==> src/logic/tpgd_pkg.sv <==
/*
  Package for the three-phase gate drive control block: timing constants,
  state encoding and the per-phase command carrier.
  Assumes a 25 MHz core clock.
*/
package tpgd_pkg;

  // ============================================================
  // Clock and timing
  localparam int CLK_HZ          = 25_000_000;
  localparam int CLK_PERIOD_NS   = 40;
  localparam int PWRUP_MIN_US    = 1000;
  localparam int PWRUP_MAX_US    = 2000;
  // Least time rounds up; 1 ms sits inside the 1..2 ms window
  localparam int PWRUP_CYCLES    = (PWRUP_MIN_US * (CLK_HZ / 1_000_000));
  localparam int DEAD_NS_PER_KOHM = 70;
  localparam int DEAD_MIN_NS     = 130;
  localparam int DEAD_MIN_CYCLES = (DEAD_MIN_NS + CLK_PERIOD_NS - 1) / CLK_PERIOD_NS;
  localparam int BLANK_NS        = 1000;
  localparam int BLANK_CYCLES    = (BLANK_NS + CLK_PERIOD_NS - 1) / CLK_PERIOD_NS;
  localparam int NUM_PHASES      = 3;
  localparam int DT_KOHM_W       = 8;
  localparam int CNT_W           = 16;
  localparam int SYNC_STAGES     = 3;

  // ============================================================
  // Power-up sequencer states
  typedef enum logic [4:0] {
    TPGD_OFF     = 5'h01,
    TPGD_WAIT_GS = 5'h02,
    TPGD_DELAY   = 5'h04,
    TPGD_RUN     = 5'h08,
    TPGD_FAULT   = 5'h10
  } tpgd_state_t;

  // ============================================================
  // Per-phase command and gate pair
  typedef struct packed {
    logic high_side;
    logic low_side;
  } tpgd_pair_t;

  // Latched fault causes
  typedef struct packed {
    logic short_trip;
    logic overcurrent_trip;
    logic gate_supply_loss;
    logic over_temp;
  } tpgd_fault_t;

endpackage

==> src/logic/tpgd_gate_ctrl.sv <==
/*
  Three-phase gate drive control: power-up sequencing, sleep, command
  decode with dead time, blanking of the drain-source monitor and latched
  fault handling with an open-drain fault flag.
  Assumes all pin inputs are asynchronous to core_clk and that analog
  comparators deliver digital levels; rst_n reflects supply lockout.
*/
// Summary of operation
// - Power-up starts only while the input supply is above lockout.
// - Wait for gate supply good before becoming functional.
// - After power-up starts, gates stay off for the power-up delay.
// - Sleep input low disables everything and ignores all other inputs.
// - Leaving sleep restarts the full power-up sequence.
// - Low only turns low side on, high only high side; otherwise both off.
// - Positive dead time between one side off and the other side on.
// - One dead time for all phases, 70 ns per kilohm of setting.
// - Grounded dead-time setting gives the 130 ns minimum.
// - Drain-source drop over reference turns all gates off, latched, flag set.
// - Shunt over-current latches a fault disabling everything.
// - Drain-source monitor ignored for a blanking interval after switching.
// - Supply lockout disables and resets logic; recovery restarts power-up.
// - Gate supply loss after power-up latches a fault and sets the flag.
// - Over-temperature latches a fault disabling everything.
// - Fault output pulled low while a fault holds, released when it clears.
`timescale 1ns/1ps
module tpgd_gate_ctrl #(
  parameter int PWRUP_CYC  = tpgd_pkg::PWRUP_CYCLES,
  parameter int BLANK_CYC  = tpgd_pkg::BLANK_CYCLES,
  parameter int PHASES     = tpgd_pkg::NUM_PHASES
) (
  input  wire logic                                       core_clk,
  input  wire logic                                       rst_n,
  input  wire logic                                       sleep_request_low,
  input  wire logic                                       supply_in_ok,
  input  wire logic                                       gate_supply_ok,
  input  wire tpgd_pkg::tpgd_pair_t [tpgd_pkg::NUM_PHASES-1:0] phase_cmd,
  input  wire logic [tpgd_pkg::NUM_PHASES-1:0]            vds_over_ref,
  input  wire logic                                       shunt_sense_over,
  input  wire logic                                       over_temp,
  input  wire logic [tpgd_pkg::DT_KOHM_W-1:0]             deadtime_set,
  output tpgd_pkg::tpgd_pair_t [tpgd_pkg::NUM_PHASES-1:0] gate_on,
  output logic                                            fault_flag_out_o,
  output logic                                            fault_flag_out_oe,
  output tpgd_pkg::tpgd_fault_t                           fault_cause,
  output logic                                            functional
);
  import tpgd_pkg::*;

  initial begin
    if (PHASES != NUM_PHASES || PWRUP_CYC < 1 || PWRUP_CYC >= (1 << 21) || BLANK_CYC < 1 ||
        BLANK_CYC >= (1 << CNT_W)) begin
      $error("tpgd_gate_ctrl: unsupported parameter value");
    end
  end

  // ============================================================
  // Input synchronisers: three stages, change accepted when 2 and 3 agree
  localparam int SYNC_W = 2 * NUM_PHASES + NUM_PHASES + 5;
  logic [SYNC_W-1:0] raw_in;
  logic [SYNC_W-1:0] sync_s1;
  logic [SYNC_W-1:0] sync_s2;
  logic [SYNC_W-1:0] sync_s3;
  logic [SYNC_W-1:0] filt;
  assign raw_in = {phase_cmd, vds_over_ref, shunt_sense_over, over_temp,
                   gate_supply_ok, supply_in_ok, sleep_request_low};

  always_ff @(posedge core_clk or negedge rst_n) begin
    if (!rst_n) begin
      sync_s1 <= '0;
      sync_s2 <= '0;
      sync_s3 <= '0;
      filt    <= '0;
    end else begin
      sync_s1 <= raw_in;
      sync_s2 <= sync_s1;
      sync_s3 <= sync_s2;
      filt    <= (sync_s2 & sync_s3) | (filt & (sync_s2 | sync_s3));
    end
  end

  wire logic awake_s   = filt[0];
  wire logic vin_ok_s  = filt[1];
  wire logic gate_supply_ok_s = filt[2];
  wire logic otemp_s   = filt[3];
  wire logic ocp_s     = filt[4];
  wire logic [NUM_PHASES-1:0] vds_s = filt[5 +: NUM_PHASES];
  tpgd_pair_t [NUM_PHASES-1:0] cmd_s;
  assign cmd_s = filt[SYNC_W-1 -: 2*NUM_PHASES];

  // Sleep or lockout acts as a synchronous reset of the sequencer state, power-up count, latched faults and flag
  wire logic soft_reset = !awake_s || !vin_ok_s;

  // ============================================================
  // Dead-time count, one setting for all phases
  logic [CNT_W-1:0] dead_cycles;
  wire logic [CNT_W+7:0] dead_ns = (CNT_W+8)'(deadtime_set) * (CNT_W+8)'(DEAD_NS_PER_KOHM);
  always_ff @(posedge core_clk or negedge rst_n) begin
    if (!rst_n) begin
      dead_cycles <= CNT_W'(DEAD_MIN_CYCLES);
    end else if (dead_ns <= (CNT_W+8)'(DEAD_MIN_NS)) begin
      dead_cycles <= CNT_W'(DEAD_MIN_CYCLES);
    end else begin
      dead_cycles <= CNT_W'((dead_ns + (CNT_W+8)'(CLK_PERIOD_NS - 1)) / (CNT_W+8)'(CLK_PERIOD_NS));
    end
  end

  // ============================================================
  // Power-up sequencer
  tpgd_state_t state;
  tpgd_state_t next_state;
  logic [20:0] pwr_cnt;
  tpgd_fault_t faults;
  wire logic any_fault = |faults;
  wire logic pwr_done  = (pwr_cnt >= 21'(PWRUP_CYC - 1));

  always_comb begin
    next_state = state;
    case (state)
      TPGD_OFF:     if (vin_ok_s && awake_s) next_state = TPGD_WAIT_GS;
      TPGD_WAIT_GS: if (gate_supply_ok_s) next_state = TPGD_DELAY;
      TPGD_DELAY:   if (pwr_done) next_state = TPGD_RUN;
      TPGD_RUN:     if (any_fault) next_state = TPGD_FAULT;
      TPGD_FAULT:   next_state = TPGD_FAULT;
      default:      next_state = TPGD_OFF;
    endcase
    if (soft_reset) next_state = TPGD_OFF;
  end

  always_ff @(posedge core_clk or negedge rst_n) begin
    if (!rst_n) begin
      state   <= TPGD_OFF;
      pwr_cnt <= '0;
    end else begin
      state   <= next_state;
      pwr_cnt <= (state == TPGD_DELAY && !soft_reset) ? pwr_cnt + 21'h000001 : 21'h000000;
    end
  end

  wire logic running = (state == TPGD_RUN);
  assign functional = running;

  // ============================================================
  // Command decode, dead time and blanking per phase
  // Exactly one side asked for, else both off; the checks reuse it
  function automatic tpgd_pair_t tpgd_decode(input tpgd_pair_t cmd, input logic enable);
    tpgd_pair_t res;
    res.high_side = enable && cmd.high_side && !cmd.low_side;
    res.low_side  = enable && cmd.low_side && !cmd.high_side;
    return res;
  endfunction

  logic [NUM_PHASES-1:0] vds_valid;
  genvar p;
  generate
    for (p = 0; p < NUM_PHASES; p++) begin : g_phase
      logic [CNT_W-1:0] dead_cnt;
      logic [CNT_W-1:0] blank_cnt;
      // Decode: exactly one side asked for, else both off
      wire tpgd_pair_t want = tpgd_decode(cmd_s[p], running);
      wire logic want_hi = want.high_side;
      wire logic want_lo = want.low_side;
      wire logic dead_done = (dead_cnt >= dead_cycles);
      wire logic both_off  = !gate_on[p].high_side && !gate_on[p].low_side;
      // Turn-on only after both gates off for the full dead time
      wire logic next_hi = want_hi && (gate_on[p].high_side || (both_off && dead_done));
      wire logic next_lo = want_lo && (gate_on[p].low_side || (both_off && dead_done));
      wire logic switching = (next_hi != gate_on[p].high_side) || (next_lo != gate_on[p].low_side);

      always_ff @(posedge core_clk or negedge rst_n) begin
        if (!rst_n) begin
          gate_on[p] <= '0;
          dead_cnt   <= '0;
          blank_cnt  <= '0;
        end else begin
          gate_on[p].high_side <= next_hi && !any_fault;
          gate_on[p].low_side  <= next_lo && !any_fault;
          dead_cnt  <= both_off ? (dead_done ? dead_cnt : dead_cnt + 1'b1) : '0;
          blank_cnt <= switching ? CNT_W'(BLANK_CYC) : (blank_cnt != '0 ? blank_cnt - 1'b1 : '0);
        end
      end

      assign vds_valid[p] = vds_s[p] && (blank_cnt == '0) && !switching;

      // ============================================================
      // Per-phase checks
      AST_DEAD_TIME: assert property (@(posedge core_clk) disable iff (!rst_n)
        $rose(gate_on[p].high_side) |-> $past(!gate_on[p].low_side) && dead_cnt >= dead_cycles - 1'b1)
        else $error("high side turned on without dead time");

      AST_DEAD_TIME_LO: assert property (@(posedge core_clk) disable iff (!rst_n)
        $rose(gate_on[p].low_side) |-> $past(!gate_on[p].high_side) && dead_cnt >= dead_cycles - 1'b1)
        else $error("low side turned on without dead time");

      AST_NO_SHOOT: assert property (@(posedge core_clk) disable iff (!rst_n)
        !(gate_on[p].high_side && gate_on[p].low_side))
        else $error("both gates on in one phase");

      AST_GATE_CMD: assert property (@(posedge core_clk) disable iff (!rst_n)
        (gate_on[p] != '0) |-> gate_on[p] == $past(tpgd_decode(cmd_s[p], running)))
        else $error("gate on without a matching command");

      AST_BLANK: assert property (@(posedge core_clk) disable iff (!rst_n)
        switching |=> !vds_valid[p])
        else $error("monitor not blanked after switching");

      AST_BLANK_LOAD: assert property (@(posedge core_clk) disable iff (!rst_n)
        switching |=> blank_cnt == CNT_W'(BLANK_CYC))
        else $error("blanking interval not restarted on switching");

      AST_VDS_MASK: assert property (@(posedge core_clk) disable iff (!rst_n)
        (blank_cnt != '0) |-> !vds_valid[p])
        else $error("monitor result used inside blanking interval");
    end
  endgenerate

  // ============================================================
  // Latched faults; cleared only by sleep or lockout
  always_ff @(posedge core_clk or negedge rst_n) begin
    if (!rst_n) begin
      faults <= '0;
    end else if (soft_reset) begin
      faults <= '0;
    end else if (running || state == TPGD_FAULT) begin
      faults.short_trip       <= faults.short_trip | (|vds_valid);
      faults.overcurrent_trip <= faults.overcurrent_trip | ocp_s;
      faults.gate_supply_loss <= faults.gate_supply_loss | !gate_supply_ok_s;
      faults.over_temp        <= faults.over_temp | otemp_s;
    end
  end

  // Latched faults keep the flag low until sleep or lockout
  always_ff @(posedge core_clk or negedge rst_n) begin
    if (!rst_n) begin
      fault_flag_out_oe <= 1'b0;
      fault_cause       <= '0;
    end else begin
      fault_flag_out_oe <= any_fault && !soft_reset;
      fault_cause       <= faults;
    end
  end
  assign fault_flag_out_o = 1'b0;

  // ============================================================
  // Sequencer and protection checks
  AST_SLEEP_OFF: assert property (@(posedge core_clk) disable iff (!rst_n)
    soft_reset |=> ##1 (gate_on == '0))
    else $error("gates on while asleep or locked out");

  AST_PWRUP_HOLD: assert property (@(posedge core_clk) disable iff (!rst_n)
    $rose(state == TPGD_DELAY) |-> (state == TPGD_DELAY && gate_on == '0) [*8])
    else $error("gates active during power-up delay");

  AST_DELAY_STAY: assert property (@(posedge core_clk) disable iff (!rst_n)
    (state == TPGD_DELAY && !pwr_done && !soft_reset) |=> state == TPGD_DELAY)
    else $error("power-up delay cut short");

  AST_PWRUP_END: assert property (@(posedge core_clk) disable iff (!rst_n)
    (state == TPGD_DELAY && pwr_done && !soft_reset) |=> running)
    else $error("power-up delay did not end in run");

  AST_OFF_GATES: assert property (@(posedge core_clk) disable iff (!rst_n)
    !running |=> gate_on == '0)
    else $error("gates on outside run");

  AST_GS_WAIT: assert property (@(posedge core_clk) disable iff (!rst_n)
    (state == TPGD_WAIT_GS && !gate_supply_ok_s && !soft_reset) |=> state == TPGD_WAIT_GS)
    else $error("left gate supply wait without supply good");

  AST_GS_ENTRY: assert property (@(posedge core_clk) disable iff (!rst_n)
    (state == TPGD_WAIT_GS && gate_supply_ok_s && !soft_reset) |=> state == TPGD_DELAY)
    else $error("gate supply good did not start the delay");

  AST_START_GATE: assert property (@(posedge core_clk) disable iff (!rst_n)
    (state == TPGD_OFF && !vin_ok_s) |=> state == TPGD_OFF)
    else $error("power-up started under lockout");

  AST_WAKE_START: assert property (@(posedge core_clk) disable iff (!rst_n)
    (state == TPGD_OFF && !soft_reset) |=> state == TPGD_WAIT_GS)
    else $error("power-up not started on wake");

  AST_RUN_SUPPLY: assert property (@(posedge core_clk) disable iff (!rst_n)
    running |-> $past(!soft_reset))
    else $error("run entered under sleep or lockout");

  AST_SLEEP_CLEAR: assert property (@(posedge core_clk) disable iff (!rst_n)
    soft_reset |=> faults == '0)
    else $error("faults kept through sleep or lockout");

  AST_DEAD_FLOOR: assert property (@(posedge core_clk) disable iff (!rst_n)
    dead_cycles >= CNT_W'(DEAD_MIN_CYCLES))
    else $error("dead time below the minimum");

  AST_FAULT_KILL: assert property (@(posedge core_clk) disable iff (!rst_n)
    (any_fault && !soft_reset) |=> (gate_on == '0) && fault_flag_out_oe)
    else $error("fault did not stop gates and set flag");

  AST_CAUSE_GATES: assert property (@(posedge core_clk) disable iff (!rst_n)
    (fault_cause != '0) |-> gate_on == '0)
    else $error("gates on while a fault cause stands");

  AST_SHORT_SET: assert property (@(posedge core_clk) disable iff (!rst_n)
    ((running || state == TPGD_FAULT) && (|vds_valid) && !soft_reset) |=> faults.short_trip)
    else $error("short not latched");

  AST_FAULT_LATCH: assert property (@(posedge core_clk) disable iff (!rst_n)
    (any_fault && !soft_reset) |=> any_fault || $past(soft_reset))
    else $error("fault cleared without sleep or lockout");

  AST_OCP_SET: assert property (@(posedge core_clk) disable iff (!rst_n)
    (running && ocp_s && !soft_reset) |=> faults.overcurrent_trip)
    else $error("over-current not latched");

  AST_FAULT_ENTRY: assert property (@(posedge core_clk) disable iff (!rst_n)
    (running && any_fault && !soft_reset) |=> state == TPGD_FAULT)
    else $error("fault did not leave run");

  AST_FAULT_HOLD: assert property (@(posedge core_clk) disable iff (!rst_n)
    (state == TPGD_FAULT && !soft_reset) |=> state == TPGD_FAULT)
    else $error("fault state left without sleep or lockout");

  AST_GS_LOSS: assert property (@(posedge core_clk) disable iff (!rst_n)
    (running && !gate_supply_ok_s && !soft_reset) |=> faults.gate_supply_loss)
    else $error("gate supply loss not latched");

  AST_OTEMP_SET: assert property (@(posedge core_clk) disable iff (!rst_n)
    (running && otemp_s && !soft_reset) |=> faults.over_temp)
    else $error("over-temperature not latched");

  AST_FLAG_SET: assert property (@(posedge core_clk) disable iff (!rst_n)
    (any_fault && !soft_reset) |=> fault_flag_out_oe)
    else $error("fault flag not pulled low");

  AST_FLAG_CLEAR: assert property (@(posedge core_clk) disable iff (!rst_n)
    !any_fault |=> !fault_flag_out_oe)
    else $error("fault flag held without a fault");

  AST_CAUSE_MIRROR: assert property (@(posedge core_clk) disable iff (!rst_n)
    fault_cause == $past(faults))
    else $error("reported cause differs from latched faults");

endmodule

==> config.mk <==
export PLATFORM = sky130hd
export DESIGN_NAME = tpgd_gate_ctrl
export DESIGN_NICKNAME = d
export VERILOG_FILES = /design/src/logic/tpgd_pkg.sv /design/src/logic/tpgd_gate_ctrl.sv
export SDC_FILE = /design/constraint.sdc
export NUM_CORES = 1
export LEC_CHECK = 0
export ABC_AREA = 1
export BUFFER_PORTS_ARGS = -buffer_cell sky130_fd_sc_hd__buf_2
export CAP_MARGIN = 10
export CORE_ASPECT_RATIO = 1.2
export CORE_UTILIZATION = 45
export CTS_CLUSTER_DIAMETER = 80
export CTS_CLUSTER_SIZE = 20
export DETAILED_ROUTE_END_ITERATION = 6
export GPL_TIMING_DRIVEN = 0
export HOLD_SLACK_MARGIN = 0.08
export PLACE_DENSITY = 0.6
export SYNTH_ARGS = -nofsm -noshare
export SYNTH_HDL_FRONTEND = slang
export SYNTH_SLANG_ARGS = --single-unit
==> constraint.sdc <==
create_clock -name core_clk -period 3.5 [get_ports core_clk]
set_input_delay 0.175 -clock core_clk [delete_from_list [all_inputs] [get_ports core_clk]]
set_output_delay 0.175 -clock core_clk [all_outputs]
set_load 0.005 [all_outputs]
### Word level (Yosys, flattened, before mapping)

Index checks and enable logic that the tools add are counted.

* flip-flop bits (word level): 209
* bits of input ports: 24
* output and inout bits: 13

* $add $sub $neg: 8
* multipliers: 1
* divide/modulo/power cells: 1
* order comparisons: 5
* equal/unequal tests: 18
* multiplexer cells: 22
* bitwise gates (word level): 8
* reduce and logical (&&, ||, !) cells: 80

Operators by type and width (count)
* $mux 16: 13
* $add 16x1->16 const B: 3
* $ge 16x16->1: 3
* $logic_not 16->1: 3
* $reduce_bool 16->1: 3
* $sub 16x1->16 const B: 3
* $logic_and 1x1->1: 39
* $and 14x14->14: 2
* $or 14x14->14: 2
* $mux 5: 5
* $pmux 5 s5: 1
* $div 24x6->24 const B: 1
* $add 21x1->21 const B: 1
* $ge 21x15->1 const B: 1
* $mux 21: 1
* $logic_not 1->1: 20
* $add 15x6->16 const B: 1
* $le 15x8->1 const B: 1
* $mul 8x6->14 const B: 1
* $ne 3x3->1 const B: 4
* $logic_or 1x1->1: 11
* $mux 4: 2
* $ne 1x1->1: 6
* $ne 2x2->1 const B: 3
* other kinds (10): 13

### Depth between registers and ports, before layout

* word-level depth: 13
* depth in mapped cells: 57
* depth with buffers taken out: 57

### Worst setup path before layout

Ideal clock, no wire load.

* path kind: in2reg
* start point: input port deadtime_set[6] (netlist bit)
* end point: register dead_cycles[0]
* setup time: 0.114 ns
* data arrival time: 5.166 ns
* slack: -1.779 ns
* stages on the path: 50
* cell sequence: ha_1 -> ha_1 -> inv_1 -> fa_1 -> inv_1 -> ha_1 -> nand2_2 -> clkinv_1 -> nand3_2 -> nand2_1 -> nand2_1 -> nand2_1 -> nor2_4 -> nand3_2 -> nand2_1 -> nand2_2 -> o211ai_2 -> nand2_2 -> [14 not listed] -> nand2_1 -> nand2_2 -> nand2_4 -> nand2_2 -> nand3_2 -> nand3_4 -> nand2_2 -> nand3_2 -> nand2_2 -> nand2_1 -> nand2_1 -> nand3_1 -> nand3_1 -> nand2_1 -> nand2_1 -> nand3_1 -> nand2_1 -> inv_1

* word-level cells in the longest chain between the ends: 4
* elaborated cells between the ends (all ways): 5
* those cells by class: 1 x add/sub; 1 x mul; 1 x div; 1 x order compare; 1 x mux

RTL lines
* start: declaration: RTL line tpgd_gate_ctrl.sv:40 `input wire logic [tpgd_pkg::DT_KOHM_W-1:0] deadtime_set,`
* $mul 8x6->14 (*): RTL line tpgd_gate_ctrl.sv:96 `wire logic [CNT_W+7:0] dead_ns = (CNT_W+8)'(deadtime_set) * (CNT_W+8)'(DEAD_NS_PER_KOHM);`
* $add 15x6->16: RTL line tpgd_gate_ctrl.sv:103 `dead_cycles <= CNT_W'((dead_ns + (CNT_W+8)'(CLK_PERIOD_NS - 1)) / (CNT_W+8)'(CLK_PERIOD_NS));`
* $div 24x6->24: RTL line tpgd_gate_ctrl.sv:103
* $mux 16 (*): RTL line tpgd_gate_ctrl.sv:100 `end else if (dead_ns <= (CNT_W+8)'(DEAD_MIN_NS)) begin`
* end signal: assignment: RTL line tpgd_gate_ctrl.sv:99 `dead_cycles <= CNT_W'(DEAD_MIN_CYCLES);`
* end signal: assignment: RTL line tpgd_gate_ctrl.sv:101 `dead_cycles <= CNT_W'(DEAD_MIN_CYCLES);`
* end signal: assignment: RTL line tpgd_gate_ctrl.sv:103
* end: declaration: RTL line tpgd_gate_ctrl.sv:95 `logic [CNT_W-1:0] dead_cycles;`

Every way passes the cells marked *; elsewhere a longest branch is shown, timed or not.
A chain may end at the register's enable or synchronous reset.

### Worst setup path in the final report

* start point: input port deadtime_set[5] (netlist bit)
* end point: register dead_cycles[1]

Same word-level chain as after synthesis.

==> flow_summary.yaml <==
sta:
  worst_slew_pin_slew_ns: 0.903
  hold_viol_final: 0
  timing.final.crit_share_pct: 152
  setup_viol: 8
  setup_tns_ns: -8.85
  finalWorstPathRequiredPeriod_ns: 5.31
  maxSlewViolCount: 0
  rsz0062_at_grt: "true"
  worst_slew_margin_rel_pct: 39.8
  setup_ws_ns: -1.81
  timing.fmax_mhz: 188
  fin_worst_skew_ns: 0.0179
grt:
  first_global_vias: 8783
  grt.overflow.total: 0
  initial_antenna_violation_count: 0
  maximum_number_of_pins_on_one_net_before_global_route_repair: 118
  wire_length_of_the_first_global_routing_pass_um: 39200
  globalRouteTotalUtil_pct: 18.2
worst_setup_path:
  regToRegStartpoint: "dead_cycles[0]$_DFF_PN0_"
  cp_max_fo: 7
  criticalPathCategory: "primary input to register"
  cpMaxStageDelayCell: "sky130_fd_sc_hd__ha_1"
  crit_path_end_kind: "register"
  critical_path_required_ns: 3.89
  worst_setup_path_start_kind: "primary input"
  crit_path_frequent_cell: "sky130_fd_sc_hd__nand2_1"
  critPathLaunch: "deadtime_set[5]"
  max_stage_delay_ns: 0.29
  arrival_ns: 5.70
drt:
  detail_route.wirelength_um: 22600
  via_count: 8795
  drt_first_iter_violations: 363
  avgRoutedWirePerCell_um: 12.7
  wl_met3_um: 428
  detail_route.wirelength.met1_um: 10100
  antenna_violating_nets_post_route: 0
  route.top_layer_used: "met4"
  met2RoutedLength_um: 11700
  viasPerCell: 4.96
  detail_route.first_pass.iterations: 5
  drt_drc_violations_left: 0
cells_and_area:
  combined_area_of_the_multi_input_logic_cells_um2: 5770
  layout_common_cells: "sky130_fd_sc_hd__dfrtp_1 (202), sky130_fd_sc_hd__inv_1 (196), sky130_fd_sc_hd__nand2_1 (169), sky130_fd_sc_hd__nor2_1 (163), sky130_fd_sc_hd__nand3_1 (71)"
  count_of_filler_cells_inserted_in_the_layout: 2246
  final-seq-area_um2: 5110
  fraction_of_layout_cells_with_a_size_suffix_above_1_pct: 19.5
  post-route-cell-area_um2: 13400
  area_delta_synth_final_pct: 20.0
  diodes: 0
  most_frequent_standard_cell_in_the_layout_excluding_fill_and_tap_cells: "sky130_fd_sc_hd__dfrtp_1"
  nNetsFinal: 1543
pwr:
  vdd_drop_max_v: 0.000520
  powerDensity_nw_per_um2: 836
  leakagePower_nw: 6.46
min_path:
  timing.hold.worst.start: "deadtime_set[7]"
  holdCritPathClass: "primary input to register"
clocking:
  htree_levels: 1
  clock_sinks: 204
  ctsRootBufferMaster: "sky130_fd_sc_hd__clkbuf_16"
  clkSlewWorstSetupHoldPaths_ns: 0.08
  cts.path.max_buffers: 3
  clk-insertion-delay-late_ns: 0.49
  cts_inserted_buffers: 15
  clock_tree_from_tritoncts: "yes"
place:
  detailed_place_hpwl_um: 16100
  cell_area_placed_um2: 12000
  pre_cts_slack_ns: -2.48
  port_buffers: 35
  gpl.final_weighted_congestion: 0.780
floorplanning:
  core_area_um2: 24200
  initial_utilization_pct: 46.3
  die_w_um: 146
  core.rowCount: 62
  die-area_um2: 25500
  die-height_um: 175
  io_pins: 37
synth:
  synth_seq_cells: 204
  yosysSeqAreaShare_pct: 45.6
  synth.cell_area_um2: 11200
  synth_area_per_cell_um2: 8.47
  synth_cell_type_count: 53
  syn-num-nets: 1419
  async_flop_share_pct: 100
  postSynthCellCount: 1323
  synth_top_flop_cell: "sky130_fd_sc_hd__dfrtp_1"
  number_of_flops_mapped_to_enable_cells_by_yosys: 0
  synth_warnings: 0
flow_run:
  max-cap-violations: 0
outcome:
  result_of_the_run: "complete, but fails checks"
  failed_checks: "negative setup slack"
[worst max-delay path, delay by kind of cell]
family	cells	cell delay, ns
simple gates	37	3.33
compound gates	2	0.38
buf+inv	6	0.67
fa+ha+maj	4	1.15
[where the power goes]
group | total [mW] | leakage, nW | internal (mW) | switching (mW)
clock | 1.68 | 0.216 | 0.824 | 0.854
combinational | 6.23 | 3.69 | 2.62 | 3.62
sequential | 3.32 | 2.56 | 2.91 | 0.414
[routing by layer]
metal / vias to the layer above / global-route usage [%]
met3: 29 / 1.57
li1: 4522 / -
met1: 4160 / 22.3
met2: 84 / 34.5
met4: 0 / 4.25
met5: - / 0
[worst paths after layout]
kind                       slack (ns)                                end  cells past startpoint
min                              0.24          dead_cycles[10]$_DFF_PN0_                      6
min in group asynchronous        0.34  g_phase[0].blank_cnt[5]$_DFF_PN0_                      2
max in group asynchronous        2.25               state[0]$_DFFE_PN1P_                      3
max                             -1.81           dead_cycles[1]$_DFF_PN0_                     49
max reg2reg                      0.24              faults[3]$_DFFE_PN0P_                     23
min reg2reg                      0.35               sync_s2[1]$_DFF_PN0_                      0
[cell families (layout without fill, tap and decap cells)]
| logic type | after synthesis | after routing | synth area share [%] |
|---|---|---|---|
| other | 1 | 1 | 0.0335 |
| and+or+nand+nor | 614 | 614 | 25.6 |
| DFF | 204 | 204 | 45.6 |
| xor gates and xnor gates | 48 | 48 | 3.82 |
| adders and majority gates | 86 | 86 | 9.56 |
| AOI/OAI and AO/OA | 150 | 150 | 7.93 |
| buffers and inverters | 220 | 351 | 7.44 |
[through the flow]
stage	total power, mW	utilization (%)	hold WS [ns]	instances
global route	12.3	55.5	0.256	1774
global placement	8.15	49.3	0.283	1678
CTS	10.8	54.0	0.228	1760
finish	11.2	55.5	0.241	1774
floorplan	7.34	-	-0.121	1323
detailed placement	8.29	49.4	0.284	1679
[synth_stat cells, drive strengths merged, types with 3 or more instances]
library cell  number  area (um^2)
clkinv             4         15.0
a21oi             53          288
o21a               4         30.0
a21boi             5         37.5
and3               3         18.8
nand4             22          138
o21bai             5         37.5
o21ai             60          312
maj3              14          140
xor2              32          280
nand3b             4         30.0
ha                68          851
a31oi              4         25.0
xnor2             16          148
nor3b              3         22.5
nor4              11         68.8
dfrtp            202         5050
nor3              39          195
o211ai             3         27.5
nand2            242         1050
clkbuf             4         15.0
fa                 4         80.1
inv              210          788
nor2             183          727
o2111ai            3         26.3
nand3            101          573
a211oi             6         45.0
[sequential cells by signal, summed over array words and instances, names as in the netlist]
register,count
fault_flag_out_oe,1
sync_s2,14
gate_on,6
g_phase.dead_cnt,48
sync_s1,14
dead_cycles,11
pwr_cnt,21
faults,4
state,5
filt,14
fault_cause,4
sync_s3,14
g_phase.blank_cnt,48
[area by class of cell]
| type | instances | share of cell area (%) |
|---|---|---|
| multi-input cells | 899 | 43.0 |
| flip-flops and latches | 204 | 38.0 |
| repair buffers | 110 | 6.58 |
| inverters | 214 | 6.01 |
| well taps | 320 | 2.98 |
| clock buffers | 20 | 2.93 |
| clock inverters | 4 | 0.391 |
| plain buffers | 3 | 0.140 |
[repair_timing]
item,4_1_cts,5_1_grt
endpoints found under the hold margin,129,0
gates resized for setup,51,63
hold buffers,15,0
pin swaps,30,55
setup buffers,43,16
setup endpoints to repair,30,46
Note: power is estimated with default switching activity, not from simulation.
